--- src/include/flash_cmd_pkg.sv ---
// package: flash command codes, cycle addresses, timing and carriers
package flash_cmd_pkg;
   localparam int ADDR_W   = 23;
   localparam int DATA_W   = 16;
   localparam int CNT_W    = 5;
   localparam int IDX_W    = 9;
   localparam int TMR_W    = 8;
   localparam int PAGE_LSB = 5;  // write buffer page starts at A5
   localparam int EBLK_LSB = 8;  // enhanced offsets 00..FF
   localparam int SYNC_LAT = 2;  // data pin synchroniser depth

   // fixed cycle addresses, word mode
   localparam logic [22:0] A_UNLK1 = 23'h000555;
   localparam logic [22:0] A_UNLK2 = 23'h0002AA;
   localparam logic [22:0] A_ANY   = 23'h000000;

   // data codes
   localparam logic [15:0] D_UNLK1  = 16'h00AA;
   localparam logic [15:0] D_UNLK2  = 16'h0055;
   localparam logic [15:0] D_BUF    = 16'h0025;
   localparam logic [15:0] D_CONF   = 16'h0029;
   localparam logic [15:0] D_ENH    = 16'h0033;
   localparam logic [15:0] D_ABORT  = 16'h00F0;
   localparam logic [15:0] D_BYP    = 16'h0020;
   localparam logic [15:0] D_PROG   = 16'h00A0;
   localparam logic [15:0] D_ERASE  = 16'h0080;
   localparam logic [15:0] D_BLK    = 16'h0030;
   localparam logic [15:0] D_CHIP   = 16'h0010;
   localparam logic [15:0] D_EXIT1  = 16'h0090;
   localparam logic [15:0] D_EXIT2  = 16'h0000;
   localparam logic [15:0] D_EXT_IN = 16'h0088;
   localparam logic [15:0] D_LOCK   = 16'h0040;

   localparam logic [8:0] ENH_WORDS = 9'h100;

   // bus timing, least times in ns, clock in MHz
   localparam int CLK_MHZ      = 200;
   localparam int T_WE_LOW_NS  = 50;
   localparam int T_WE_HIGH_NS = 30;
   localparam int T_READ_NS    = 100;
   localparam int WE_LOW_CYC  = (T_WE_LOW_NS * CLK_MHZ + 999) / 1000;
   localparam int WE_HIGH_CYC = (T_WE_HIGH_NS * CLK_MHZ + 999) / 1000;
   localparam int READ_CYC    = (T_READ_NS * CLK_MHZ + 999) / 1000;

   typedef enum logic [3:0] {
      OP_READ       = 4'h0,
      OP_PROG       = 4'h1,
      OP_BUF_PROG   = 4'h2,
      OP_ENH_PROG   = 4'h3,
      OP_ABORT      = 4'h4,
      OP_BYP_ENTER  = 4'h5,
      OP_BYP_EXIT   = 4'h6,
      OP_BYP_ERASE  = 4'h7,
      OP_ERASE_MORE = 4'h8,
      OP_CHIP_ERASE = 4'h9,
      OP_EXT_ENTER  = 4'hA,
      OP_EXT_EXIT   = 4'hB,
      OP_LOCK_ENTER = 4'hC,
      OP_PROT_EXIT  = 4'hD
   } op_t;

   typedef enum logic [3:0] {
      M_READ   = 4'b0001,
      M_BYPASS = 4'b0010,
      M_EXT    = 4'b0100,
      M_LOCK   = 4'b1000
   } mode_t;

   typedef struct packed {
      op_t         op;
      logic [22:0] addr;
      logic [4:0]  count;
   } cmd_t;

   typedef struct packed {
      logic [4:0]  offset;
      logic [15:0] data;
   } load_t;
endpackage

--- src/rtl/flash_cmd_host.sv ---
// file: host sequencer driving flash command write cycles
`timescale 1ns/1ps
`default_nettype none

// Contract
// - buffered program: unlocks, 25, N, pairs
// - buffer addresses share block upper bits
// - byte mode limit 68 cycles
// - word mode limit 36, count is N
// - confirm 29 at same block address
// - bypass buffered program drops unlocks
// - bypass program A0; erase 80/30 repeatable
// - bypass chip erase 80/10, exit 90/00
// - bypass entry 20; abort F0 after unlocks
// - enhanced program 33, 256 words, confirm
// - extended block entered by three writes
// - extended block exit takes four writes
// - lock program uses ordinary program timing
// - host exits lock mode with exit command
module flash_cmd_host #(
   parameter int WE_LOW  = flash_cmd_pkg::WE_LOW_CYC,
   parameter int WE_HIGH = flash_cmd_pkg::WE_HIGH_CYC,
   parameter int RD_WAIT = flash_cmd_pkg::READ_CYC + flash_cmd_pkg::SYNC_LAT
) (
   input  wire logic                 REF_CLK_IN,
   input  wire logic                 RST_B_IN,
   input  wire logic                 CMD_VALID_IN,
   input  wire flash_cmd_pkg::cmd_t  CMD_IN,
   output logic                      CMD_READY_OUT,
   output logic                      CMD_ERR_OUT,
   input  wire logic                 DATA_VALID_IN,
   input  wire flash_cmd_pkg::load_t DATA_IN,
   output logic                      DATA_READY_OUT,
   output logic                      RD_VALID_OUT,
   output logic [15:0]               RD_DATA_OUT,
   output flash_cmd_pkg::mode_t      MODE_OUT,
   output logic [22:0]               FL_ADDR_OUT,
   input  wire logic [15:0]          FL_DQ_IN,
   output logic [15:0]               FL_DQ_OUT,
   output logic                      FL_DQ_OE_OUT,
   output logic                      FL_CE_B_OUT,
   output logic                      FL_OE_B_OUT,
   output logic                      FL_WE_B_OUT
);
   typedef enum logic [4:0] {
      S_IDLE  = 5'b00001,
      S_ISSUE = 5'b00010,
      S_WLOW  = 5'b00100,
      S_WHIGH = 5'b01000,
      S_READ  = 5'b10000
   } state_t;

   typedef enum logic [2:0] {
      P_FIX  = 3'b001,
      P_LOAD = 3'b010,
      P_CONF = 3'b100
   } phase_t;

   localparam logic [7:0] LOW_LD  = 8'(WE_LOW);
   localparam logic [7:0] HIGH_LD = 8'(WE_HIGH - 1);
   localparam logic [7:0] RD_LD   = 8'(RD_WAIT - 1);

   logic                 rst_meta;
   logic                 rst_n;
   logic [15:0]          dq_meta;
   logic [15:0]          dq_sync;
   state_t               state, next_state;
   phase_t               phase, next_phase;
   flash_cmd_pkg::mode_t mode, next_mode;
   flash_cmd_pkg::mode_t mode_after, next_mode_after;
   logic [22:0]          fix_a [4];
   logic [22:0]          next_fix_a [4];
   logic [15:0]          fix_d [4];
   logic [15:0]          next_fix_d [4];
   logic [2:0]           fix_len, next_fix_len;
   logic [8:0]           idx, next_idx;
   logic [8:0]           load_len, next_load_len;
   logic                 conf, next_conf;
   logic                 enh, next_enh;
   logic                 single, next_single;
   logic                 erase_run, next_erase_run;
   logic [22:0]          base, next_base;
   logic [7:0]           timer, next_timer;
   logic [22:0]          cur_a, next_cur_a;
   logic [15:0]          cur_d, next_cur_d;
   logic                 ce_b, next_ce_b;
   logic                 we_b, next_we_b;
   logic                 oe_b, next_oe_b;
   logic                 dq_oe, next_dq_oe;
   logic [15:0]          rd_data, next_rd_data;
   logic                 rd_valid, next_rd_valid;
   logic                 err, next_err;

   // decoded command
   logic [22:0]          nf_a [4];
   logic [15:0]          nf_d [4];
   logic [2:0]           k;
   logic                 ul;
   logic                 ok;
   logic [8:0]           n_load;
   logic                 n_conf;
   logic                 n_enh;
   logic                 n_single;
   flash_cmd_pkg::mode_t n_mode;
   logic                 in_rd, in_byp, in_ext, in_lock;

   // reset release and data pin synchroniser
   always_ff @(posedge REF_CLK_IN or negedge RST_B_IN) begin
      if (!RST_B_IN) begin
         rst_meta <= 1'b0;
         rst_n    <= 1'b0;
         dq_meta  <= 16'h0000;
         dq_sync  <= 16'h0000;
      end else begin
         rst_meta <= 1'b1;
         rst_n    <= rst_meta;
         dq_meta  <= FL_DQ_IN;
         dq_sync  <= dq_meta;
      end
   end

   assign in_rd   = (mode == flash_cmd_pkg::M_READ);
   assign in_byp  = (mode == flash_cmd_pkg::M_BYPASS);
   assign in_ext  = (mode == flash_cmd_pkg::M_EXT);
   assign in_lock = (mode == flash_cmd_pkg::M_LOCK);

   // command legality, mode effect and fixed cycle table
   always_comb begin
      nf_a     = '{default: '0};
      nf_d     = '{default: '0};
      k        = 3'd0;
      ul       = 1'b0;
      ok       = 1'b1;
      n_load   = 9'd0;
      n_conf   = 1'b0;
      n_enh    = 1'b0;
      n_single = 1'b0;
      n_mode   = mode;
      case (CMD_IN.op)
         flash_cmd_pkg::OP_READ: begin
            ok = 1'b1;
         end
         flash_cmd_pkg::OP_PROG: begin
            ul       = in_rd || in_ext;
            n_load   = 9'd1;
            n_single = 1'b1;
         end
         flash_cmd_pkg::OP_BUF_PROG: begin
            ok     = in_rd || in_byp;
            ul     = in_rd;
            n_load = 9'(CMD_IN.count) + 9'd1;
            n_conf = 1'b1;
         end
         flash_cmd_pkg::OP_ENH_PROG: begin
            ok     = in_rd || in_byp;
            ul     = in_rd;
            n_load = flash_cmd_pkg::ENH_WORDS;
            n_conf = 1'b1;
            n_enh  = 1'b1;
         end
         flash_cmd_pkg::OP_ABORT: begin
            ok = in_rd || in_byp;
            ul = 1'b1;
         end
         flash_cmd_pkg::OP_BYP_ENTER: begin
            ok     = in_rd;
            ul     = 1'b1;
            n_mode = flash_cmd_pkg::M_BYPASS;
         end
         flash_cmd_pkg::OP_BYP_EXIT: begin
            ok     = in_byp;
            n_mode = flash_cmd_pkg::M_READ;
         end
         flash_cmd_pkg::OP_BYP_ERASE: begin
            ok = in_byp;
         end
         flash_cmd_pkg::OP_ERASE_MORE: begin
            ok = in_byp && erase_run;
         end
         flash_cmd_pkg::OP_CHIP_ERASE: begin
            ok = in_byp;
         end
         flash_cmd_pkg::OP_EXT_ENTER: begin
            ok     = in_rd;
            ul     = 1'b1;
            n_mode = flash_cmd_pkg::M_EXT;
         end
         flash_cmd_pkg::OP_EXT_EXIT: begin
            ok     = in_ext;
            ul     = 1'b1;
            n_mode = flash_cmd_pkg::M_READ;
         end
         flash_cmd_pkg::OP_LOCK_ENTER: begin
            ok     = in_rd;
            ul     = 1'b1;
            n_mode = flash_cmd_pkg::M_LOCK;
         end
         flash_cmd_pkg::OP_PROT_EXIT: begin
            ok     = in_lock;
            n_mode = flash_cmd_pkg::M_READ;
         end
         default: begin
            ok = 1'b0;
         end
      endcase
      // unlock pair first
      if (ul) begin
         nf_a[0] = flash_cmd_pkg::A_UNLK1;
         nf_d[0] = flash_cmd_pkg::D_UNLK1;
         nf_a[1] = flash_cmd_pkg::A_UNLK2;
         nf_d[1] = flash_cmd_pkg::D_UNLK2;
         k       = 3'd2;
      end
      case (CMD_IN.op)
         flash_cmd_pkg::OP_PROG: begin
            nf_a[k[1:0]] = ul ? flash_cmd_pkg::A_UNLK1
                              : flash_cmd_pkg::A_ANY;
            nf_d[k[1:0]] = flash_cmd_pkg::D_PROG;
            k = k + 3'd1;
         end
         flash_cmd_pkg::OP_BUF_PROG: begin
            nf_a[k[1:0]] = CMD_IN.addr;
            nf_d[k[1:0]] = flash_cmd_pkg::D_BUF;
            k = k + 3'd1;
            nf_a[k[1:0]] = CMD_IN.addr;
            nf_d[k[1:0]] = 16'(CMD_IN.count);
            k = k + 3'd1;
         end
         flash_cmd_pkg::OP_ENH_PROG: begin
            nf_a[k[1:0]] = CMD_IN.addr;
            nf_d[k[1:0]] = flash_cmd_pkg::D_ENH;
            k = k + 3'd1;
         end
         flash_cmd_pkg::OP_ABORT: begin
            nf_a[k[1:0]] = flash_cmd_pkg::A_UNLK1;
            nf_d[k[1:0]] = flash_cmd_pkg::D_ABORT;
            k = k + 3'd1;
         end
         flash_cmd_pkg::OP_BYP_ENTER: begin
            nf_a[k[1:0]] = flash_cmd_pkg::A_UNLK1;
            nf_d[k[1:0]] = flash_cmd_pkg::D_BYP;
            k = k + 3'd1;
         end
         flash_cmd_pkg::OP_BYP_ERASE: begin
            nf_a[0] = flash_cmd_pkg::A_ANY;
            nf_d[0] = flash_cmd_pkg::D_ERASE;
            nf_a[1] = CMD_IN.addr;
            nf_d[1] = flash_cmd_pkg::D_BLK;
            k = 3'd2;
         end
         flash_cmd_pkg::OP_ERASE_MORE: begin
            nf_a[0] = CMD_IN.addr;
            nf_d[0] = flash_cmd_pkg::D_BLK;
            k = 3'd1;
         end
         flash_cmd_pkg::OP_CHIP_ERASE: begin
            nf_a[0] = flash_cmd_pkg::A_ANY;
            nf_d[0] = flash_cmd_pkg::D_ERASE;
            nf_a[1] = flash_cmd_pkg::A_ANY;
            nf_d[1] = flash_cmd_pkg::D_CHIP;
            k = 3'd2;
         end
         flash_cmd_pkg::OP_EXT_ENTER: begin
            nf_a[k[1:0]] = flash_cmd_pkg::A_UNLK1;
            nf_d[k[1:0]] = flash_cmd_pkg::D_EXT_IN;
            k = k + 3'd1;
         end
         flash_cmd_pkg::OP_EXT_EXIT: begin
            nf_a[2] = flash_cmd_pkg::A_UNLK1;
            nf_d[2] = flash_cmd_pkg::D_EXIT1;
            nf_a[3] = flash_cmd_pkg::A_ANY;
            nf_d[3] = flash_cmd_pkg::D_EXIT2;
            k = 3'd4;
         end
         flash_cmd_pkg::OP_LOCK_ENTER: begin
            nf_a[k[1:0]] = flash_cmd_pkg::A_UNLK1;
            nf_d[k[1:0]] = flash_cmd_pkg::D_LOCK;
            k = k + 3'd1;
         end
         flash_cmd_pkg::OP_BYP_EXIT,
         flash_cmd_pkg::OP_PROT_EXIT: begin
            nf_a[0] = flash_cmd_pkg::A_ANY;
            nf_d[0] = flash_cmd_pkg::D_EXIT1;
            nf_a[1] = flash_cmd_pkg::A_ANY;
            nf_d[1] = flash_cmd_pkg::D_EXIT2;
            k = 3'd2;
         end
         default: begin
            k = k;
         end
      endcase
   end

   // sequencer next state
   always_comb begin
      next_state      = state;
      next_phase      = phase;
      next_mode       = mode;
      next_mode_after = mode_after;
      next_fix_a      = fix_a;
      next_fix_d      = fix_d;
      next_fix_len    = fix_len;
      next_idx        = idx;
      next_load_len   = load_len;
      next_conf       = conf;
      next_enh        = enh;
      next_single     = single;
      next_erase_run  = erase_run;
      next_base       = base;
      next_timer      = timer;
      next_cur_a      = cur_a;
      next_cur_d      = cur_d;
      next_rd_data    = rd_data;
      next_rd_valid   = 1'b0;
      next_err        = 1'b0;
      case (state)
         S_IDLE: begin
            if (CMD_VALID_IN) begin
               if (CMD_IN.op == flash_cmd_pkg::OP_READ) begin
                  next_cur_a = CMD_IN.addr;
                  next_timer = RD_LD;
                  next_state = S_READ;
               end else if (ok) begin
                  next_fix_a      = nf_a;
                  next_fix_d      = nf_d;
                  next_fix_len    = k;
                  next_load_len   = n_load;
                  next_conf       = n_conf;
                  next_enh        = n_enh;
                  next_single     = n_single;
                  next_base       = CMD_IN.addr;
                  next_mode_after = n_mode;
                  next_idx        = 9'd0;
                  next_phase      = P_FIX;
                  next_erase_run  =
                     (CMD_IN.op == flash_cmd_pkg::OP_BYP_ERASE) ||
                     (CMD_IN.op == flash_cmd_pkg::OP_ERASE_MORE);
                  next_state      = S_ISSUE;
               end else begin
                  next_err = 1'b1;
               end
            end
         end
         S_ISSUE: begin
            case (phase)
               P_FIX: begin
                  if (idx[2:0] < fix_len) begin
                     next_cur_a = fix_a[idx[1:0]];
                     next_cur_d = fix_d[idx[1:0]];
                     next_idx   = idx + 9'd1;
                     next_timer = LOW_LD;
                     next_state = S_WLOW;
                  end else begin
                     next_idx   = 9'd0;
                     next_phase = P_LOAD;
                  end
               end
               P_LOAD: begin
                  if (idx >= load_len) begin
                     next_phase = P_CONF;
                  end else if (DATA_VALID_IN) begin
                     if (single) begin
                        next_cur_a = base;
                     end else if (enh) begin
                        next_cur_a = {base[22:flash_cmd_pkg::EBLK_LSB],
                           idx[flash_cmd_pkg::EBLK_LSB-1:0]};
                     end else begin
                        next_cur_a = {base[22:flash_cmd_pkg::PAGE_LSB],
                           DATA_IN.offset};
                     end
                     next_cur_d = DATA_IN.data;
                     next_idx   = idx + 9'd1;
                     next_timer = LOW_LD;
                     next_state = S_WLOW;
                  end
               end
               P_CONF: begin
                  if (conf) begin
                     next_cur_a = enh ?
                        {base[22:flash_cmd_pkg::EBLK_LSB],
                         {flash_cmd_pkg::EBLK_LSB{1'b0}}} : base;
                     next_cur_d = flash_cmd_pkg::D_CONF;
                     next_conf  = 1'b0;
                     next_timer = LOW_LD;
                     next_state = S_WLOW;
                  end else begin
                     next_mode  = mode_after;
                     next_state = S_IDLE;
                  end
               end
               default: begin
                  next_state = S_IDLE;
               end
            endcase
         end
         S_WLOW: begin
            if (timer == 8'd0) begin
               next_timer = HIGH_LD;
               next_state = S_WHIGH;
            end else begin
               next_timer = timer - 8'd1;
            end
         end
         S_WHIGH: begin
            if (timer == 8'd0) begin
               next_state = S_ISSUE;
            end else begin
               next_timer = timer - 8'd1;
            end
         end
         S_READ: begin
            if (timer == 8'd0) begin
               next_rd_data  = dq_sync;
               next_rd_valid = 1'b1;
               next_state    = S_IDLE;
            end else begin
               next_timer = timer - 8'd1;
            end
         end
         default: begin
            next_state = S_IDLE;
         end
      endcase
      // pin strobes, write enable after one address setup cycle
      next_ce_b  = !(next_state == S_WLOW || next_state == S_WHIGH ||
                     next_state == S_READ);
      next_we_b  = !(next_state == S_WLOW && state == S_WLOW);
      next_oe_b  = (next_state != S_READ);
      next_dq_oe = (next_state == S_WLOW || next_state == S_WHIGH);
   end

   // sequencer registers
   always_ff @(posedge REF_CLK_IN or negedge rst_n) begin
      if (!rst_n) begin
         state      <= S_IDLE;
         phase      <= P_FIX;
         mode       <= flash_cmd_pkg::M_READ;
         mode_after <= flash_cmd_pkg::M_READ;
         fix_a      <= '{default: '0};
         fix_d      <= '{default: '0};
         fix_len    <= 3'd0;
         idx        <= 9'd0;
         load_len   <= 9'd0;
         conf       <= 1'b0;
         enh        <= 1'b0;
         single     <= 1'b0;
         erase_run  <= 1'b0;
         base       <= 23'h000000;
         timer      <= 8'h00;
         cur_a      <= 23'h000000;
         cur_d      <= 16'h0000;
         ce_b       <= 1'b1;
         we_b       <= 1'b1;
         oe_b       <= 1'b1;
         dq_oe      <= 1'b0;
         rd_data    <= 16'h0000;
         rd_valid   <= 1'b0;
         err        <= 1'b0;
      end else begin
         state      <= next_state;
         phase      <= next_phase;
         mode       <= next_mode;
         mode_after <= next_mode_after;
         fix_a      <= next_fix_a;
         fix_d      <= next_fix_d;
         fix_len    <= next_fix_len;
         idx        <= next_idx;
         load_len   <= next_load_len;
         conf       <= next_conf;
         enh        <= next_enh;
         single     <= next_single;
         erase_run  <= next_erase_run;
         base       <= next_base;
         timer      <= next_timer;
         cur_a      <= next_cur_a;
         cur_d      <= next_cur_d;
         ce_b       <= next_ce_b;
         we_b       <= next_we_b;
         oe_b       <= next_oe_b;
         dq_oe      <= next_dq_oe;
         rd_data    <= next_rd_data;
         rd_valid   <= next_rd_valid;
         err        <= next_err;
      end
   end

   // handshakes and pins
   assign CMD_READY_OUT  = (state == S_IDLE);
   assign DATA_READY_OUT = (state == S_ISSUE) && (phase == P_LOAD) &&
                           (idx < load_len);
   assign CMD_ERR_OUT    = err;
   assign RD_VALID_OUT   = rd_valid;
   assign RD_DATA_OUT    = rd_data;
   assign MODE_OUT       = mode;
   assign FL_ADDR_OUT    = cur_a;
   assign FL_DQ_OUT      = cur_d;
   assign FL_DQ_OE_OUT   = dq_oe;
   assign FL_CE_B_OUT    = ce_b;
   assign FL_OE_B_OUT    = oe_b;
   assign FL_WE_B_OUT    = we_b;
endmodule

`default_nettype wire

--- config.mk ---
export PLATFORM = sky130hd
export DESIGN_NAME = flash_cmd_host
export DESIGN_NICKNAME = d
export VERILOG_FILES = /design/src/include/flash_cmd_pkg.sv /design/src/rtl/flash_cmd_host.sv
export SDC_FILE = /design/constraint.sdc
export NUM_CORES = 1
export LEC_CHECK = 0
export BUFFER_PORTS_ARGS = -buffer_cell sky130_fd_sc_hd__buf_2
export CORE_ASPECT_RATIO = 1.25
export CORE_MARGIN = 1
export CORE_UTILIZATION = 45
export DETAILED_ROUTE_END_ITERATION = 8
export PLACE_DENSITY_LB_ADDON = 0.1
export REMOVE_ABC_BUFFERS = 1
export SETUP_SLACK_MARGIN = 0.4
export SLEW_MARGIN = 5
export SYNTH_ARGS = -nofsm -noshare
export SYNTH_HDL_FRONTEND = slang
export SYNTH_SLANG_ARGS = --single-unit
--- constraint.sdc ---
create_clock -name REF_CLK_IN -period 14.6 [get_ports REF_CLK_IN]
set_input_delay 0 -clock REF_CLK_IN [delete_from_list [all_inputs] [get_ports REF_CLK_IN]]
set_output_delay 0 -clock REF_CLK_IN [all_outputs]
set_load 0.01 [all_outputs]
==> results of run 1 <==
## power by group through the flow
stage | clock network [µW] | logic, µW | registers [µW]
final | 746 | 309 | 940
after global routing | 794 | 349 | 952
after CTS | 765 | 314 | 940
after detailed placement | 0 | 300 | 953
after global placement | 0 | 295 | 950
after floorplan | 0 | 175 | 967
## synthesized netlist by cell type (all sizes together), types with 13 or more instances
| cell type | count | area share, % |
|---|---|---|
| a21oi | 96 | 3.6 |
| a31oi | 13 | 0.60 |
| buf | 45 | 1.7 |
| clkbuf | 54 | 1.5 |
| dfrtp | 278 | 52 |
| inv | 19 | 0.53 |
| mux2 | 34 | 2.8 |
| mux4 | 28 | 4.7 |
| nand2 | 363 | 10 |
| nand2b | 15 | 0.70 |
| nor2 | 55 | 1.6 |
| nor3 | 23 | 0.89 |
| o21ai | 184 | 6.9 |
| o31ai | 16 | 0.99 |
## cell usage in the layout (no fill, tap or decap), types with 4 or more instances in the layout
master         synthesis  final
dfstp_2                7      7
clkbuf_16              0     31
nor3b_1                6      6
and3_1                11     11
o21ai_0              154    154
o31ai_1               15     14
o21ai_1               29     29
ha_1                  12     12
dfrtp_1              278    276
mux2_2                33     33
nor2_1                54     52
a221oi_1               6      6
nand2b_1              15     15
nand3_1                9      8
o31a_1                 4      4
a31oi_1               13     13
clkinv_2               0      4
dlygate4sd3_1          0     65
mux4_2                28     28
a22oi_1                5      5
xor2_1                 5      5
a21o_1                 9      9
o22ai_1                4      4
nor3_1                22     21
clkbuf_8               0      8
nand2_1              363    363
or3_1                  6      5
buf_2                 30    139
mux2i_1               12     12
a21oi_1               96     96
nor2b_1               11     10
inv_1                 19     19
buf_4                  2      9
clkbuf_1              54      8
## repair_timing
action | in CTS | in global routing
endpoints found under the hold margin | 224 | 0
endpoints found under the setup margin | 0 | 0
hold buffers | 65 | 0
buffers inserted | 0 | 0
## cell type report
cell class / count / area [µm²]
sequential: 285 / 7146
inverter: 20 / 75.07
clock inverter: 7 / 43.79
multi-input combinational: 994 / 5861
timing repair buffer: 215 / 1454
clock buffer: 47 / 915.9
tap: 396 / 495.5
fill: 2718 / 13350
## per-stage QoR
step,setup WS (ps),hold slack (ps),std cells
after floorplan,7039,-295.6,1299
after detailed placement,10860,101.0,1845
after global placement,10930,95.44,1845
after CTS,10880,33.33,1964
after global routing,10490,69.96,1964
final,10960,42.08,1964
## sequential cells by signal, summed over array words and instances (netlist names), 3 cells and up
signal and flops:
state 5, dq_meta 16, MODE_OUT 4, load_len 7
phase 3, base 23, timer 8, dq_sync 16
idx 9, RD_DATA_OUT 16, FL_ADDR_OUT 23, mode_after 4
fix_len 3, fix_a 92, fix_d 28, FL_DQ_OUT 16
## critical path, cell delays in order (launching register included)
cell and delay, ps:
dfrtp_2 340, buf_4 570, inv_1 210, ha_1 270, nor2b_1 120, o21ai_0 220
a41oi_2 200, and3_1 250, o31ai_4 880, nand2_1 150, or2_2 320
## path summary, 6_finish.rpt
path                                        from                        to  slack [ps]
max                           idx[0]$_DFFE_PN0P_    FL_DQ_OE_OUT$_DFF_PN0_       10960
min                                     RST_B_IN      dq_sync[2]$_DFF_PN0_          40
max reg2reg                   idx[0]$_DFFE_PN0P_    FL_DQ_OE_OUT$_DFF_PN0_       10960
min reg2reg                dq_meta[13]$_DFF_PN0_     dq_sync[13]$_DFF_PN0_         340
max in group asynchronous        rst_n$_DFF_PN0_  FL_DQ_OUT[8]$_DFFE_PN0P_       12590
min in group REF_CLK_IN              FL_DQ_IN[4]      dq_meta[4]$_DFF_PN0_          70
## logic make-up (layout without fill, tap and decap cells)
group                      after synthesis  count (layout)  synth area share (%)
AOI/OAI and AO/OA                      375             375                 16.28
xor gates and xnor gates                 7               7                0.5109
adders and majority gates               12              12                 1.115
buffers and inverters                  119             289                 3.762
DFF                                    285             285                 53.01
muxes                                   74              74                 8.416
other                                    1               1               0.02784
and+or+nand+nor                        525             525                 16.87
## routing by layer
| layer | up-vias | routed length (µm) |
|---|---|---|
| met3 | 48 | 1083 |
| met4 | 0 | 821 |
| li1 | 5146 | - |
| met5 | - | 0 |
| met2 | 192 | 16980 |
| met1 | 5119 | 15480 |
==> out/results.ini, run 1 <==
[outcome]
status=completed

[sta]
fmax_mhz=274.9
fin_skew_ps=12.60
period_share_pct=24.91
hold_viol=0
finalSetupViolations=0
rsz0062_at_grt=no
fin_setup_tns_ps=0
min_period_ps=3637
worst_pin_slew_ps=1124
slew_viol_final=0
slew_headroom_pct=24.88

[detailed_routing]
drc_errors=0
antenna_left=0
first_iter_violations=733
first_pass_iters=5
drt-total-wl_um=34370
avgRoutedWirePerCell_um=17.50
viasPerCell=5.349
vias=10510

[cells_and_area]
final_util_pct=54.50
layout.nets=1631
n_antenna_cell=0
area_growth_pct=18.72
fin_area_um2=15990
drive_gt1_share_pct=18.43

[global_route]
grt_pass1_vias=10260
grt-ovfl-total=0
grt_pass1_wl_um=55830
use_met2_pct=39.05
use_met1_pct=31.27
grt_antenna_before_repair=0
grtUsageTotal_pct=23.10
grt_max_degree=270
grt.busiest_layer=met2
grt_use_met3_pct=2.241

[synth]
post_synth.cell_area_avg_um2=9.635
ys_seq_area_share_pct=53.01
yosys_warnings=0
yosysUniqueCellTypes=83
syn-cell-area_um2=13470
async_reset_ff_share_pct=100.0
ys_ff_latch=285
syn-instance-count=1398
synth_flop_cell=dfrtp_1
synth-edff-count=0

[power]
powerDensity_nw_per_um2=124.8
combPwrFrac_pct=15.5
clkPwrFrac_pct=37.4
vdd_drop_max_v=0.00008656
p_total_uw=1995
p_sw_uw=538.7
seqPwrFrac_pct=47.1
p_sw_share_pct=27.00
power.leakage_uw=0.007094
internal_power_uw=1456

[die]
rows=70
initial_core_util_pct=45.91
die_h_um=195.4
io-pin-count=140
die_width_um=156.7
core_area_um2=29340
dieArea_um2=30630

[worst_setup_path]
critPathKind=reg -> reg
endpoint_kind=flop
path_max_fanout=36
startpoint_type=flop
ff2ff_path_depth=10
cp.arrival_ps=4090
crit_required_ps=15060

[clock_tree]
cts.sinks=285
cts_resized=0
cts_tree=yes
clkSlewWorstSetupHoldPaths_ps=60
cts_buffers=30
clockBufferDepth=3
clkLatencyLatePin_ps=570
htree_levels=1
cts-root-buf=clkbuf_16

[placed_design]
numPortBuffers=139
hpwl_um=21320
place_area_um2=14380
place_congestion=0.8174

[flow_run]
drv_cap=0

[hold_path]
hold_class=in -> async

No activity file was read; power rests on OpenSTA's default activity.
==> run 2: changes to the inputs <==
clock period = 3.6 ns   (was 14.6 ns; I/O delays follow)
==> run 2 against run 1 <==
  * Power grew to 4.1 times the previous value
  * Global-route usage grew 0.88 points
  * Clock skew hardly changed
  * Register-to-register slack worse by 10000 ps
  * Die area unchanged
  * Largest power group unchanged
==> out/results.ini, run 2 (synthesized netlist as in run 1, its figures left out) <==
[cells_and_area]
multi_input_area_um2=5859  ; was 5861 µm²
layout.nets=1662  ; was 1631
drive_gt1_share_pct=19.64  ; was 18.43%
regMostFlops=fix_a  ; unchanged
seq_area_um2=7146  ; unchanged
area_growth_pct=20.85  ; was 18.72%
n_antenna_cell=0  ; unchanged
mostFrequentLayoutCells=nand2_1 (363), dfrtp_1 (276), o21ai_0 (154)  ; unchanged
nFillCells=2680  ; was 2718
largest_reg_flops=92  ; unchanged
final_common_cell=nand2_1  ; unchanged
reg.largest.list=fix_a x92, fix_d x28  ; unchanged

[clock_tree]
clkSlewWorstSetupHoldPaths_ps=70  ; was 60 ps
cts_buffers=30  ; unchanged
cts_post_setup_buffers_inserted=0  ; unchanged
clockBufferDepth=3  ; unchanged
cts-root-buf=clkbuf_16  ; unchanged
cts_tree=yes  ; unchanged
htree_levels=1  ; unchanged
cts.sinks=285  ; unchanged
clkLatencyLatePin_ps=560  ; was 570 ps

[worst_setup_path]
r2r_end=timer[0]$_DFFE_PN0P_  ; was FL_DQ_OE_OUT$_DFF_PN0_
crit_required_ps=4040  ; was 15060 ps
ff2ff_path_depth=10  ; unchanged
rr_startpoint=timer[0]$_DFFE_PN0P_  ; was idx[0]$_DFFE_PN0P_
r2r_slack_ps=640  ; was 10960 ps
endpoint_kind=flop  ; unchanged
cp.arrival_ps=3400  ; was 4090 ps
startpoint_type=flop  ; unchanged
path_max_fanout=18  ; was 36
critPathKind=reg -> reg  ; unchanged

[global_route]
grt_max_degree=118  ; was 270
grtUsageTotal_pct=23.97  ; was 23.10%
grt_pass1_vias=10730  ; was 10260
grt_pass1_wl_um=57700  ; was 55830 µm
grt_antenna_before_repair=0  ; unchanged
grt-ovfl-total=0  ; unchanged

[placed_design]
hpwl_um=22900  ; was 21320 µm
place_congestion=0.8524  ; was 0.8174
place_ws_ps=521.4  ; was 10860 ps
numPortBuffers=139  ; unchanged

[die]
die_h_um=195.4  ; unchanged
die_width_um=156.7  ; unchanged
initial_core_util_pct=45.91  ; unchanged
core_area_um2=29340  ; unchanged
dieArea_um2=30630  ; unchanged
io-pin-count=140  ; unchanged
rows=70  ; unchanged

[detailed_routing]
vias=10810  ; was 10510
drt-total-wl_um=35290  ; was 34370 µm
avgRoutedWirePerCell_um=17.69  ; was 17.50 µm
viasPerCell=5.417  ; was 5.349
antenna_left=0  ; unchanged
first_pass_iters=5  ; unchanged
drc_errors=0  ; unchanged
first_iter_violations=652  ; was 733

[power]
p_total_uw=8222  ; was 1995 µW
clkPwrFrac_pct=37.9  ; was 37.4%
seqPwrFrac_pct=46.3  ; was 47.1%
powerDensity_nw_per_um2=505.2  ; was 124.8 nW/µm²
p_sw_uw=2225  ; was 538.7 µW
power.leakage_uw=0.007255  ; was 0.007094 µW
internal_power_uw=5998  ; was 1456 µW
p_sw_share_pct=27.06  ; was 27.00%
combPwrFrac_pct=15.8  ; was 15.5%
vdd_drop_max_v=0.0004986  ; was 0.00008656 V

[sta]
fmax_mhz=338.1  ; was 274.9 MHz
finalSetupViolations=0  ; unchanged
slew_viol_final=0  ; unchanged
min_period_ps=2958  ; was 3637 ps
setup_slack_ps=642.1  ; was 10960 ps
hold_viol=0  ; unchanged
slew_headroom_pct=34.80  ; was 24.88%
worst_pin_slew_ps=967.8  ; was 1124 ps
period_share_pct=82.16  ; was 24.91%
fin_skew_ps=12.15  ; was 12.60 ps
fin_setup_tns_ps=0  ; unchanged
rsz0062_at_grt=no  ; unchanged

[flow_run]
drv_cap=0  ; unchanged

[outcome]
status=completed  ; unchanged

[hold_path]
hold_class=in -> async  ; unchanged

run 2: cell types whose count changed in the layout (fill, tap and decap cells not counted), moves of 2 or more:
cell | before | now
buf_4 | 9 | 35
clkbuf_8 | 8 | 4
dlygate4sd3_1 | 65 | 68
buf_12 | 2 | 4
bufinv_16 | 0 | 2
run 2: how the worst max path moves through the flow:
stage,startpoint,to,slack [ps],depth (start not counted)
final,timer[0]$_DFFE_PN0P_,timer[0]$_DFFE_PN0P_,640,10
after global routing,timer[0]$_DFFE_PN0P_,timer[0]$_DFFE_PN0P_,410,10
after floorplan,rst_n$_DFF_PN0_,CMD_ERR_OUT$_DFF_PN0_,-3960,0
after global placement,idx[5]$_DFFE_PN0P_,FL_ADDR_OUT[12]$_DFFE_PN0P_,600,8
after CTS,idx[4]$_DFFE_PN0P_,FL_ADDR_OUT[14]$_DFFE_PN0P_,510,8
after detailed placement,idx[5]$_DFFE_PN0P_,FL_ADDR_OUT[7]$_DFFE_PN0P_,520,8
run 2: area by class of cell:
class / instances / share of cell area (%)
flip-flops and latches: 285 / 43.90
multi-input cells: 994 / 36.00
repair buffers: 246 / 10.56
clock buffers: 44 / 5.312
well taps: 396 / 3.044
clock inverters: 10 / 0.7226
inverters: 20 / 0.4612
run 2: power by group through the flow:
stage,Sequential (µW),Clock (µW),Combinational (µW)
6_report,3810,3120,1300
5_1_grt,3860,3300,1460
4_1_cts,3810,3190,1310
3_5_place_dp,3860,0,1250
3_3_place_gp,3850,0,1230
2_1_floorplan,3920,0,709
run 2: timing repair:
action / 4_1_cts / 5_1_grt
hold endpoints to repair: 230 / 0
gates resized for setup: 0 / 1
endpoints found under the setup margin: 0 / 23
hold buffers: 68 / 0
run 2: critical path, stage by stage (launching register included):
cell,delay [ps]
dfrtp_1,400
inv_1,70
ha_1,180
or3b_1,440
nor3_2,380
nand2_1,100
buf_4,210
and3_1,230
o21ai_4,120
or2_1,350
mux2_1,350
run 2: metal layers:
| metal | wire, µm | vias to the layer above | track usage, % |
|---|---|---|---|
| li1 | - | 5229 | - |
| met1 | 15340 | 5270 | 31.87 |
| met2 | 17580 | 243 | 40.59 |
| met3 | 1419 | 65 | 2.907 |
| met4 | 954 | 0 | 7.698 |
| met5 | 0 | - | 0 |
run 2: per-stage QoR:
stage                     instance area [µm²]  util, %  instances  hold slack, ps
after global placement                  14610    49.80       1873           95.71
after detailed placement                14610    49.80       1873           99.09
after global routing                    16280    55.48       1995           69.57
final                                   16280    55.48       1995           34.76
after floorplan                         13040        -       1299          -295.6
after CTS                               16270    55.46       1995           52.95
